## src/embi_pkg.sv

```systemverilog
// Package for the external memory and boot interface.
// Assumes one 200 MHz clock, synchronous active-low reset.
package embi_pkg;
  localparam logic [13:0] EXT_CODE_BASE_LO = 14'h0800;
  localparam logic [13:0] INT_CODE_BASE_HI = 14'h3800;
  localparam logic [13:0] INT_CODE_END_HI  = 14'h39ff;
  localparam logic [13:0] INT_CODE_END_LO  = 14'h01ff;
  localparam logic [13:0] INT_DATA_BASE    = 14'h3800;
  localparam logic [13:0] INT_DATA_END     = 14'h38ff;
  localparam logic [13:0] RSVD_DATA_BASE   = 14'h3900;
  localparam logic [2:0]  CODE_WAIT_RST    = 3'h7;
  localparam logic [2:0]  DATA_WAIT_RST    = 3'h7;
  localparam logic [2:0]  BOOT_WAIT_RST    = 3'h3;
  localparam int          NUM_ZONES        = 5;
  localparam logic [9:0]  BOOT_WORDS       = 10'h200;
  // Wishbone register offsets
  localparam logic [7:0]  REG_CTRL         = 8'h00;
  localparam logic [7:0]  REG_WAIT         = 8'h04;
  localparam logic [7:0]  REG_LOWBYTE      = 8'h08;
  localparam logic [7:0]  REG_STATUS       = 8'h0c;
  // Control field positions
  localparam int          CTRL_PAGE_LSB    = 0;
  localparam int          CTRL_FORCE_BIT   = 3;
  localparam int          CTRL_GO_BIT      = 4;

  typedef enum logic [1:0] {
    EMBI_SP_CODE,
    EMBI_SP_DATA
  } embi_space_t;

  typedef struct packed {
    logic        valid;
    embi_space_t space;
    logic        write;
    logic        wide16;
    logic [13:0] addr;
    logic [23:0] wdata;
  } embi_req_t;

  typedef struct packed {
    logic        done;
    logic        internal;
    logic [23:0] rdata;
  } embi_rsp_t;
endpackage

```

## src/embi_top.sv

```systemverilog
// External memory mux, boot loader and bus arbitration.
// Assumes the core holds a request until done; internal RAM lies outside.
//
// The implementer's own choices: the register offsets and the Wishbone interface to the registers.
`timescale 1ns/1ps
module embi_top
  import embi_pkg::*;
(
  // Clock, reset, enable
  input  wire logic        clk,
  input  wire logic        resetn,
  input  wire logic        ce,
  // Strap and arbitration
  input  wire logic        memory_layout_select,
  input  wire logic        bus_request_n,
  output logic             bus_grant_n,
  output logic             core_halt,
  // Core request
  input  wire embi_req_t   core_req,
  output embi_rsp_t        core_rsp,
  // Internal code RAM write port for boot
  output logic             boot_we,
  output logic [8:0]       boot_waddr,
  output logic [23:0]      boot_wdata,
  output logic             boot_busy,
  // External pins
  output logic [13:0]      ext_addr,
  output logic             ext_addr_oe,
  input  wire logic [23:0] ext_data_i,
  output logic [23:0]      ext_data_o,
  output logic             ext_data_oe,
  output logic             code_space_select_n,
  output logic             data_space_select_n,
  output logic             boot_space_select_n,
  output logic             rd_n,
  output logic             wr_n,
  output logic             ctl_oe,
  // Wishbone slave
  input  wire logic        wb_cyc_i,
  input  wire logic        wb_stb_i,
  input  wire logic        wb_we_i,
  input  wire logic [7:0]  wb_adr_i,
  input  wire logic [3:0]  wb_sel_i,
  input  wire logic [31:0] wb_dat_i,
  output logic [31:0]      wb_dat_o,
  output logic             wb_ack_o
);

  typedef enum logic [2:0] {
    ST_IDLE,
    ST_ACC,
    ST_BOOT,
    ST_DONE
  } embi_st_t;

  embi_st_t    st_q;
  logic [2:0]  code_wait_q;
  logic [2:0]  boot_wait_q;
  logic [2:0]  zone_wait_q [NUM_ZONES];
  logic [2:0]  boot_page_q;
  logic        force_q;
  logic        go_q;
  logic [7:0]  low_byte_q;
  logic [2:0]  wcnt_q;
  logic [1:0]  byte_q;
  logic [9:0]  word_q;
  logic [10:0] baddr_q;
  logic [23:0] pack_q;
  logic        granted_q;
  logic        boot_pend_q;
  logic        rst_seen_q;
  embi_req_t   cur_q;

  // Internal or external decode per layout
  function automatic logic is_internal(input embi_req_t r, input logic lay);
    if (r.space == EMBI_SP_DATA) begin
      is_internal = (r.addr >= INT_DATA_BASE);
    end else if (lay) begin
      is_internal = (r.addr >= INT_CODE_BASE_HI) && (r.addr <= INT_CODE_END_HI);
    end else begin
      is_internal = (r.addr < EXT_CODE_BASE_LO);
    end
  endfunction

  // Zone of an external data address
  function automatic logic [2:0] zone_of(input logic [13:0] a);
    if (a < 14'h0800) begin
      zone_of = 3'h0;
    end else if (a < 14'h1000) begin
      zone_of = 3'h1;
    end else if (a < 14'h2000) begin
      zone_of = 3'h2;
    end else if (a < 14'h3000) begin
      zone_of = 3'h3;
    end else begin
      zone_of = 3'h4;
    end
  endfunction

  logic req_n;
  logic ext_req;
  logic [2:0] acc_wait;
  assign req_n   = ~bus_request_n;
  assign ext_req = core_req.valid && !is_internal(core_req, memory_layout_select);
  assign acc_wait = (core_req.space == EMBI_SP_CODE) ? code_wait_q
                  : zone_wait_q[zone_of(core_req.addr)];

  // Register file and Wishbone slave
  always_ff @(posedge clk) begin
    if (!resetn) begin
      code_wait_q <= CODE_WAIT_RST;
      boot_wait_q <= BOOT_WAIT_RST;
      for (int i = 0; i < NUM_ZONES; i++) begin
        zone_wait_q[i] <= DATA_WAIT_RST;
      end
      boot_page_q <= 3'h0;
      force_q     <= 1'b0;
      go_q        <= 1'b0;
      wb_ack_o    <= 1'b0;
      wb_dat_o    <= 32'h0;
    end else if (ce) begin
      wb_ack_o <= wb_cyc_i && wb_stb_i && !wb_ack_o;
      if (st_q == ST_BOOT) begin
        force_q <= 1'b0;
      end
      // Writes land on the edge where the master sees ack
      if (wb_cyc_i && wb_stb_i && wb_ack_o && wb_we_i) begin
        if (wb_adr_i == REG_CTRL && wb_sel_i[0]) begin
          boot_page_q <= wb_dat_i[CTRL_PAGE_LSB +: 3];
          force_q     <= wb_dat_i[CTRL_FORCE_BIT];
          go_q        <= wb_dat_i[CTRL_GO_BIT];
        end else if (wb_adr_i == REG_WAIT) begin
          code_wait_q <= wb_dat_i[2:0];
          boot_wait_q <= wb_dat_i[6:4];
          for (int i = 0; i < NUM_ZONES; i++) begin
            zone_wait_q[i] <= wb_dat_i[8 + 4 * i +: 3];
          end
        end
      end
      if (wb_cyc_i && wb_stb_i && !wb_ack_o) begin
        wb_dat_o <= 32'h0;
        if (wb_adr_i == REG_CTRL) begin
          wb_dat_o <= {27'h0, go_q, force_q, boot_page_q};
        end else if (wb_adr_i == REG_WAIT) begin
          wb_dat_o <= {5'h0, zone_wait_q[4], 1'b0, zone_wait_q[3], 1'b0, zone_wait_q[2],
                       1'b0, zone_wait_q[1], 1'b0, zone_wait_q[0], 1'b0, boot_wait_q,
                       1'b0, code_wait_q};
        end else if (wb_adr_i == REG_LOWBYTE) begin
          wb_dat_o <= {24'h0, low_byte_q};
        end else if (wb_adr_i == REG_STATUS) begin
          wb_dat_o <= {29'h0, boot_busy, ~bus_grant_n, memory_layout_select};
        end
      end
    end
  end

  // Main sequencer: accesses, boot, grant
  always_ff @(posedge clk) begin
    if (!resetn) begin
      st_q        <= ST_IDLE;
      wcnt_q      <= 3'h0;
      byte_q      <= 2'h0;
      word_q      <= 10'h0;
      baddr_q     <= 11'h0;
      pack_q      <= 24'h0;
      boot_pend_q <= 1'b0;
      rst_seen_q  <= 1'b0;
      cur_q       <= '0;
      low_byte_q  <= 8'h0;
    end else if (ce) begin
      rst_seen_q <= 1'b1;
      if (!rst_seen_q && !memory_layout_select && !req_n) begin
        boot_pend_q <= 1'b1;
      end
      if (force_q) begin
        boot_pend_q <= 1'b1;
      end
      case (st_q)
        ST_IDLE: begin
          if (granted_q || req_n) begin
            st_q <= ST_IDLE;
          end else if (boot_pend_q) begin
            st_q    <= ST_BOOT;
            byte_q  <= 2'h0;
            word_q  <= 10'h0;
            baddr_q <= 11'h0;
            wcnt_q  <= boot_wait_q;
          // Done still shows: the held request is the one just finished
          end else if (ext_req && !core_rsp.done) begin
            st_q   <= ST_ACC;
            cur_q  <= core_req;
            wcnt_q <= acc_wait;
          end
        end
        ST_ACC: begin
          if (wcnt_q != 3'h0) begin
            wcnt_q <= wcnt_q - 3'h1;
          end else begin
            st_q <= ST_DONE;
          end
        end
        // Strobes still stand here, so zero wait states read settled data
        ST_DONE: begin
          st_q <= ST_IDLE;
          if (cur_q.space == EMBI_SP_CODE && cur_q.wide16 && !cur_q.write) begin
            low_byte_q <= ext_data_i[7:0];
          end
        end
        ST_BOOT: begin
          if (wcnt_q != 3'h0) begin
            wcnt_q <= wcnt_q - 3'h1;
          end else begin
            pack_q  <= {pack_q[15:0], ext_data_i[15:8]};
            baddr_q <= baddr_q + 11'h1;
            wcnt_q  <= boot_wait_q;
            if (byte_q == 2'h2) begin
              byte_q <= 2'h0;
              word_q <= word_q + 10'h1;
              if (word_q == BOOT_WORDS - 10'h1) begin
                boot_pend_q <= 1'b0;
                st_q        <= ST_IDLE;
              end
            end else begin
              byte_q <= byte_q + 2'h1;
            end
            if (req_n) begin
              st_q <= ST_IDLE;
            end
          end
        end
        default: begin
          st_q <= ST_IDLE;
        end
      endcase
    end
  end

  // Grant: only between accesses, works during reset too
  always_ff @(posedge clk) begin
    if (!resetn) begin
      granted_q   <= req_n;
      bus_grant_n <= !granted_q;
    end else if (ce) begin
      if (!req_n) begin
        granted_q <= 1'b0;
      end else if (st_q == ST_IDLE || st_q == ST_DONE) begin
        granted_q <= 1'b1;
      end
      bus_grant_n <= !granted_q;
    end
  end

  // Pin and core outputs
  always_ff @(posedge clk) begin
    if (!resetn) begin
      ext_addr            <= 14'h0;
      ext_addr_oe         <= 1'b0;
      ext_data_o          <= 24'h0;
      ext_data_oe         <= 1'b0;
      code_space_select_n <= 1'b1;
      data_space_select_n <= 1'b1;
      boot_space_select_n <= 1'b1;
      rd_n                <= 1'b1;
      wr_n                <= 1'b1;
      ctl_oe              <= 1'b0;
      core_rsp            <= '0;
      core_halt           <= 1'b1;
      boot_we             <= 1'b0;
      boot_waddr          <= 9'h0;
      boot_wdata          <= 24'h0;
      boot_busy           <= 1'b0;
    end else if (ce) begin
      ctl_oe      <= !granted_q;
      ext_addr_oe <= !granted_q;
      code_space_select_n <= !(st_q == ST_ACC && cur_q.space == EMBI_SP_CODE);
      data_space_select_n <= !(st_q == ST_ACC && cur_q.space == EMBI_SP_DATA);
      boot_space_select_n <= !(st_q == ST_BOOT);
      rd_n <= !((st_q == ST_ACC && !cur_q.write) || st_q == ST_BOOT);
      wr_n <= !(st_q == ST_ACC && cur_q.write);
      ext_data_oe <= !granted_q && st_q == ST_ACC && cur_q.write;
      if (st_q == ST_BOOT) begin
        ext_addr   <= {boot_page_q[0], 2'h0, baddr_q};
        ext_data_o <= {boot_page_q[2:1], 22'h0};
        ext_data_oe <= 1'b1;
      end else begin
        ext_addr <= cur_q.addr;
        if (cur_q.space == EMBI_SP_DATA) begin
          ext_data_o <= {cur_q.wdata[15:0], 8'h0};
        end else if (cur_q.wide16) begin
          ext_data_o <= {cur_q.wdata[15:0], low_byte_q};
        end else begin
          ext_data_o <= cur_q.wdata;
        end
      end
      core_rsp.done     <= (st_q == ST_DONE) ||
                           (core_req.valid && !ext_req && !core_rsp.done);
      core_rsp.internal <= core_req.valid && !ext_req;
      if (st_q == ST_DONE) begin
        if (cur_q.space == EMBI_SP_DATA || cur_q.wide16) begin
          core_rsp.rdata <= {8'h0, ext_data_i[23:8]};
        end else begin
          core_rsp.rdata <= ext_data_i;
        end
      end
      // Halt on grant unless keep-running mode and no external need
      core_halt <= (granted_q && (!go_q || ext_req)) || boot_pend_q;
      boot_we    <= st_q == ST_BOOT && wcnt_q == 3'h0 && byte_q == 2'h2;
      boot_waddr <= word_q[8:0];
      boot_wdata <= {pack_q[15:0], ext_data_i[15:8]};
      boot_busy  <= boot_pend_q;
    end
  end

  // Assertions
  AST_GRANT_FLOATS: assert property (@(posedge clk) disable iff (!resetn)
    ce && granted_q ##1 ce |-> !ctl_oe && !ext_data_oe)
    else $error("Bus not floated while granted");
  AST_NO_GRANT_MID_ACC: assert property (@(posedge clk) disable iff (!resetn)
    st_q == ST_ACC && wcnt_q != 3'h0 && !granted_q |=> !granted_q)
    else $error("Grant given during an access");
  AST_RELEASE: assert property (@(posedge clk) disable iff (!resetn)
    ce && !req_n |=> !granted_q)
    else $error("Grant held after request removed");
  AST_CODE_WAIT_RST: assert property (@(posedge clk)
    !resetn |=> code_wait_q == CODE_WAIT_RST)
    else $error("Code wait reset wrong");
  AST_BOOT_WAIT_RST: assert property (@(posedge clk)
    !resetn |=> boot_wait_q == BOOT_WAIT_RST)
    else $error("Boot wait reset wrong");
  AST_ZONE_WAIT_RST: assert property (@(posedge clk)
    !resetn |=> zone_wait_q[4] == DATA_WAIT_RST && zone_wait_q[0] == DATA_WAIT_RST)
    else $error("Zone wait reset wrong");
  AST_BOOT_SELECT: assert property (@(posedge clk) disable iff (!resetn)
    ce && st_q == ST_BOOT |=> !boot_space_select_n && !rd_n)
    else $error("Boot select missing");
  AST_NO_BOOT_HI: assert property (@(posedge clk) disable iff (!resetn)
    memory_layout_select && !force_q && !boot_pend_q |=> !boot_pend_q)
    else $error("Boot started with layout high");
endmodule

```

## config.mk

```make
export PLATFORM = sky130hd
export DESIGN_NAME = embi_top
export DESIGN_NICKNAME = d
export VERILOG_FILES = /design/src/embi_pkg.sv /design/src/embi_top.sv
export SDC_FILE = /design/constraint.sdc
export NUM_CORES = 1
export LEC_CHECK = 0
export BUFFER_PORTS_ARGS = -buffer_cell sky130_fd_sc_hd__buf_2
export CAP_MARGIN = 20
export CORE_MARGIN = 3
export CORE_UTILIZATION = 59
export CTS_BUF_LIST = sky130_fd_sc_hd__clkbuf_8
export DETAILED_ROUTE_END_ITERATION = 16
export PLACE_DENSITY_LB_ADDON = 0.05
export SLEW_MARGIN = 20
export SYNTH_ARGS = -nofsm -noshare
export SYNTH_HDL_FRONTEND = slang
export SYNTH_SLANG_ARGS = --single-unit
export TNS_END_PERCENT = 20
```

## constraint.sdc

```tcl
create_clock -name clk -period 4 [get_ports clk]
set_input_delay 0.2 -clock clk [delete_from_list [all_inputs] [get_ports clk]]
set_output_delay 0.2 -clock clk [all_outputs]
set_load 0.05 [all_outputs]
```

# --- Yosys cells after proc, flatten, opt, wreduce, memory -nomap -nowiden ---
# Memories as Yosys holds them, arrays and structs flattened.
# Index checks and enable logic that the tools add are counted.
op_classes:
  add_sub_neg: 4
  n_mul: 0
  n_div: 0
  magnitude_cmp: 6
  eq_ne: 22
  shift: 0
  muxes: 73
  n_bitwise: 11
  n_reduce_logical: 64
ops:
  columns: ["operator", "count"]
  rows:
  - ["$mux 24", 4]
  - ["$mux 3", 24]
  - ["$mux 27", 2]
  - ["$mux 10", 4]
  - ["$mux 11", 3]
  - ["$lt 14x14->1 const B", 2]
  - ["$mux 1", 25]
  - ["$logic_and 1x1->1", 23]
  - ["$pmux 11 s2", 1]
  - ["$pmux 10 s2", 1]
  - ["$pmux 3 s3", 2]
  - ["$eq 8x4->1 const B", 2]
  - ["$reduce_and 5->1", 3]
  - ["$ge 14x14->1 const B", 1]
  - ["$le 14x14->1 const B", 1]
  - ["$logic_not 1->1", 14]
  - ["$lt 14x12->1 const B", 1]
  - ["$lt 14x13->1 const B", 1]
  - ["$mux 14", 1]
  - ["$ne 2x2->1 const B", 6]
  - ["$reduce_and 6->1", 2]
  - ["$add 11x1->11 const B", 1]
  - ["$add 10x1->10 const B", 1]
  - ["$eq 10x9->1 const B", 1]
  - ["other kinds (25)", 54]
word_totals:
  ff_bits: 250
  latchBits: 0
  mem_bits_rw: 15
  mem_bits_ro: 0
  input_bits: 119
  output_inout_bits: 142
  word_cells: 221
  memories: 1
mem_list:
  columns: ["name", "depth", "width", "read_ports", "rd_clocked_by_memory_dff", "write_ports", "line_no", "text"]
  rows:
  - ["zone_wait_q", 5, 3, 6, 0, 5, "embi_top.sv:59", "logic [2:0] zone_wait_q [NUM_ZONES];"]

# --- Depth between registers and ports, before layout ---
logic_depth:
  depth_word: 11
  depth_mapped: 9
  mapped_depth_nobuf: 7

# --- Least setup slack after synthesis ---
# OpenSTA, ideal clock, no wires.
synth_timing:
  path_kind: "reg2reg"
  from: "reg wb_ack_o"
  to: "mem zone_wait_q[0][0], enable pin"
  setup_ps: 366
  arrival_ps: 1619
  required_time_ps: 3634
  slack_ps: 2014
  stages_incl_launch_ff: 6
  n_path_buf: 1
  path_cell_list: "dfxtp_1 nand2_1 nor3_1 nand3_1 buf_2 nand2_1"
synth_rtl:
  columns: ["item", "line_no", "text"]
  rows:
  - ["start, declared", "embi_top.sv:46", "output logic wb_ack_o"]
  - ["start signal, assigned", "embi_top.sv:122", "wb_ack_o <= wb_cyc_i && wb_stb_i && !wb_ack_o;"]
  - ["end, declared", "embi_top.sv:59", null]

# --- Worst setup path after layout ---
layout_timing:
  from: "reg st_q[0]"
  to: "reg word_q[9]"
layout_between:
  elab_chain_cells: 3
layout_rtl:
  columns: ["item", "line_no", "text"]
  rows:
  - ["start, declared", "embi_top.sv:56", "embi_st_t st_q;"]
  - ["start signal, assigned", "embi_top.sv:160", "st_q <= ST_IDLE;"]
  - ["start signal, assigned", "embi_top.sv:181", "st_q <= ST_IDLE;"]
  - ["start signal, assigned", "embi_top.sv:183", "st_q <= ST_BOOT;"]
  - ["$eq 3x2->1 or $logic_not 3->1 (tied branches)", "embi_top.sv:178", "case (st_q)"]
  - ["$ne 2x2->1 (no line) or $reduce_bool 2->1 (tied branches)", null, null]
  - ["$reduce_and 6->1 (no line)", null, null]
  - ["end signal, assigned", "embi_top.sv:218", "word_q <= word_q + 10'h1;"]
  - ["end, declared", "embi_top.sv:66", "logic [9:0] word_q;"]
# Parallel ways exist; a longest one is shown, timed or not.
# A chain may end at the register's enable or synchronous reset.

==> reports/summary.md <==
• outcome: finished clean
• Lkg Pwr: 5.825 nW
• worst hold-check path type: input port to register
• number of gates resized after cts: 0
• Period Utilization, post-route: 68.07%
• Congestion Overflow GR: 0
• Num CTS Buffers: 41
• Cell Rows: 48
• Syn. warnings: 0
• full die area: 19420 um2
• clock latency reported for the late side of the worst-skew pair: 0.54 ns
• DRC violation count after routing: 0
• fraction of layout cells with a size suffix above 1: 21.71%
• Commonest cells post-synth: dfxtp_1 (238), nand2_1 (184), nor2_1 (142)
• PD cells: 395.4 nW/um2
• CTS tree: built
• setup-violating endpoint count in the final report: 0
• IO Pins: 261
• total via count in the routed design: 9403
• async set-or-reset flop fraction in the synthesized netlist: 0%
• synthesis-to-layout area growth: 27.20%
• routability cong.: 0.8548
• Final HPWL DP: 19.04 mm
• CTS Root Cell: clkbuf_8
• dominant combinational cell family by area after synthesis: simple AND/OR/NAND/NOR gates
• Clock Skews: 0.01472 ns
• top cell type by total area after synthesis: dfxtp_1
• post-synthesis sequential area ratio: 50.28%
• Max-Cap Viols: 0
• top-count cell post-synth: dfxtp_1
• worst slew margin relative to its limit: 27.39%
• Post-synth top flop: dfxtp_1
• post-synthesis xor/xnor area fraction: 1.419%
• share of synthesized area spent on multiplexers: 12.13%
• origin of the critical flop-to-flop path: st_q[0]
• antenna violations before repair: 1
• horizontal die dimension: 139.4 um
• number of distinct library cells after synthesis: 61
• vertical die dimension: 139.4 um
• start-to-end type of the worst setup path: register to register
• initial standard-cell utilization of the core: 60.45%
• number of synthesized register bits: 255
• total power of the final layout: 0.005277 W
• share of Yosys cell area claimed by the top area cell type: 45.41%
• number of enable-type register cells in the synthesized netlist: 17
• final critical path time including I/O delays and setup: 2.723 ns
• Routed Wire Length: 29.28 mm
• launch instance of the worst min-delay path: resetn
• peak supply drop: 283.3 uV
• worst setup path start: st_q[0]
• buffers added on ports: 238
• sink count of the clock tree: 255
• data arrival at the endpoint of the critical path: 3.14 ns
• register clock-pin slew on the reported worst setup and hold paths: 0.06 ns
• final-report max-slew violation count: 0
• setup repair after global routing missed its margin: no
• maximum number of pins on one net before global-route repair: 106
• complex-gate fraction of the synthesized area: 12.34%
• Avg Synthesized Cell Area: 9.163 um2
• final net count: 1577
• DRT antenna net count: 0
• Wirelength per Cell: 17.23 um
• Placeable Area: 17360 um2
• Post-Synth Simple-Gate Area: 17.75%
• vias per std cell: 5.531
• synthesized-area fraction occupied by adder cells: 1.431%
• Crit. End Element: register
• Syn Inst Count: 1145
• first-pass GRT wire length: 46.83 mm
• # fillers: 1289
• endpoint required time on the critical path: 4.42 ns
• Critical Path Start Type: register
• number of global-route vias before repair: 9181
• number of H-tree levels: 2
• measured slew at the worst slew-check pin: 1.088 ns
• total routing usage reported by global routing: 29.20%
• maximum fanout along the worst path: 18
• total iterations of the first detailed-routing run: 5
• total count of hold-check failures in the final report: 0
• Synth Cell Area: 10490 um2
• number of DRC violations after detailed-routing iteration 0: 688
• Post-CTS Repair Setup Buffers: 0
• Fmax achieved: 367.3 MHz
• final setup TNS: 0 ns
• maximum buffer depth of the clock tree: 3
• top cells by area in the synthesized netlist: dfxtp_1 (45%), mux2i_1 (10%), nand2_1 (6.6%), nor2_1 (5.1%), edfxtp_1 (4.9%)
==> metrics by stage <==
step / setup WS (ns) / hold WS (ns) / std cells / cell area (um2) / util (%)
after global routing: 1.013 / 0.08744 / 1700 / 13350 / 76.89
final: 1.277 / 0.08272 / 1700 / 13350 / 76.89
after global placement: 1.352 / 0.4281 / 1538 / 11680 / 67.30
after detailed placement: 1.309 / 0.4319 / 1538 / 11680 / 67.30
after floorplan: 2.014 / 0.3251 / 1153 / 10520 / -
after CTS: 1.310 / 0.05956 / 1699 / 13340 / 76.87
==> worst max-delay path, stage by stage (launching register included) <==
cell and delay, ns:
dfxtp_1 0.34, inv_1 0.09, ha_1 0.69, nand2b_1 0.31, a221o_1 0.62, nor4_4 0.34
xnor2_1 0.15, nor2_1 0.05
==> per-layer routing <==
layer / vias up / part of all wire [%] / wire [um] / GRT usage (%)
li1: 4536 / - / - / -
met3: 66 / 8.1 / 2381 / 6.735
met2: 380 / 48 / 13970 / 48.32
met5: - / 0 / 0 / 0
met1: 4421 / 41 / 12020 / 37.31
met4: 0 / 3.1 / 920 / 11.28
==> power by group <==
group / switching (W) / leakage, nW / total (W) / internal, W
clock network: 0.000982 / 0.461 / 0.00208 / 0.00110
logic: 0.000351 / 3.31 / 0.000556 / 0.000205
registers: 0.0000309 / 2.05 / 0.00264 / 0.00261
==> cells in the final DEF, fill, tap and decap left out, types with 8 or more instances in the layout <==
cell and count:
a21oi_1 91, nor2_1 141, edfxtp_1 17, nand2b_1 8, clkbuf_8 49, xnor2_1 8, inv_1 38, ha_1 12
dfxtp_1 238, conb_1 9, buf_2 237, or3_1 16, mux2i_1 108, o21ai_0 41, nand2_1 184, a211oi_1 30
xor2_1 9, buf_4 12, dlygate4sd3_1 90, a22oi_1 22, nand3_1 24
==> sequential cells by signal, summed over array words and instances, names as in the netlist, 11 cells and up <==
name         count
baddr_q         11
boot_wdata      24
core_rsp        26
cur_q           42
ext_addr        14
ext_data_o      24
pack_q          16
wb_dat_o        23
zone_wait_q     15
==> kinds of logic after synthesis <==
kind of cell | after synthesis
adders and majority gates | 12
buffers and inverters | 108
muxes | 119
AOI/OAI and AO/OA | 214
DFF | 255
and+or+nand+nor | 419
other | 1
xor gates and xnor gates | 17
==> worst paths after layout <==
check | end | cells past startpoint | slack [ns]
worst max-delay path | word_q[9] | 7 | 1.28
worst min-delay path | code_wait_q[2] | 2 | 0.08
worst max register to register | word_q[9] | 7 | 1.28
worst min register to register | ext_data_o[5] | 2 | 0.45
==> area by class of cell <==
cell class | instances | area [um2] | share of cell area (%)
sequential | 255 | 5275 | 39.53
multi-input combinational | 790 | 4772 | 35.76
timing repair buffer | 339 | 2177 | 16.31
clock buffer | 49 | 674.4 | 5.053
tap | 225 | 281.5 | 2.110
clock inverter | 22 | 86.33 | 0.6469
inverter | 19 | 76.32 | 0.5719
antenna | 1 | 2.502 | 0.01875
==> timing repair <==
action                                 CTS  global route
setup endpoints to repair                0             0
hold buffers                            90             0
endpoints found under the hold margin  104             0
(Power assumes the default switching activity.)
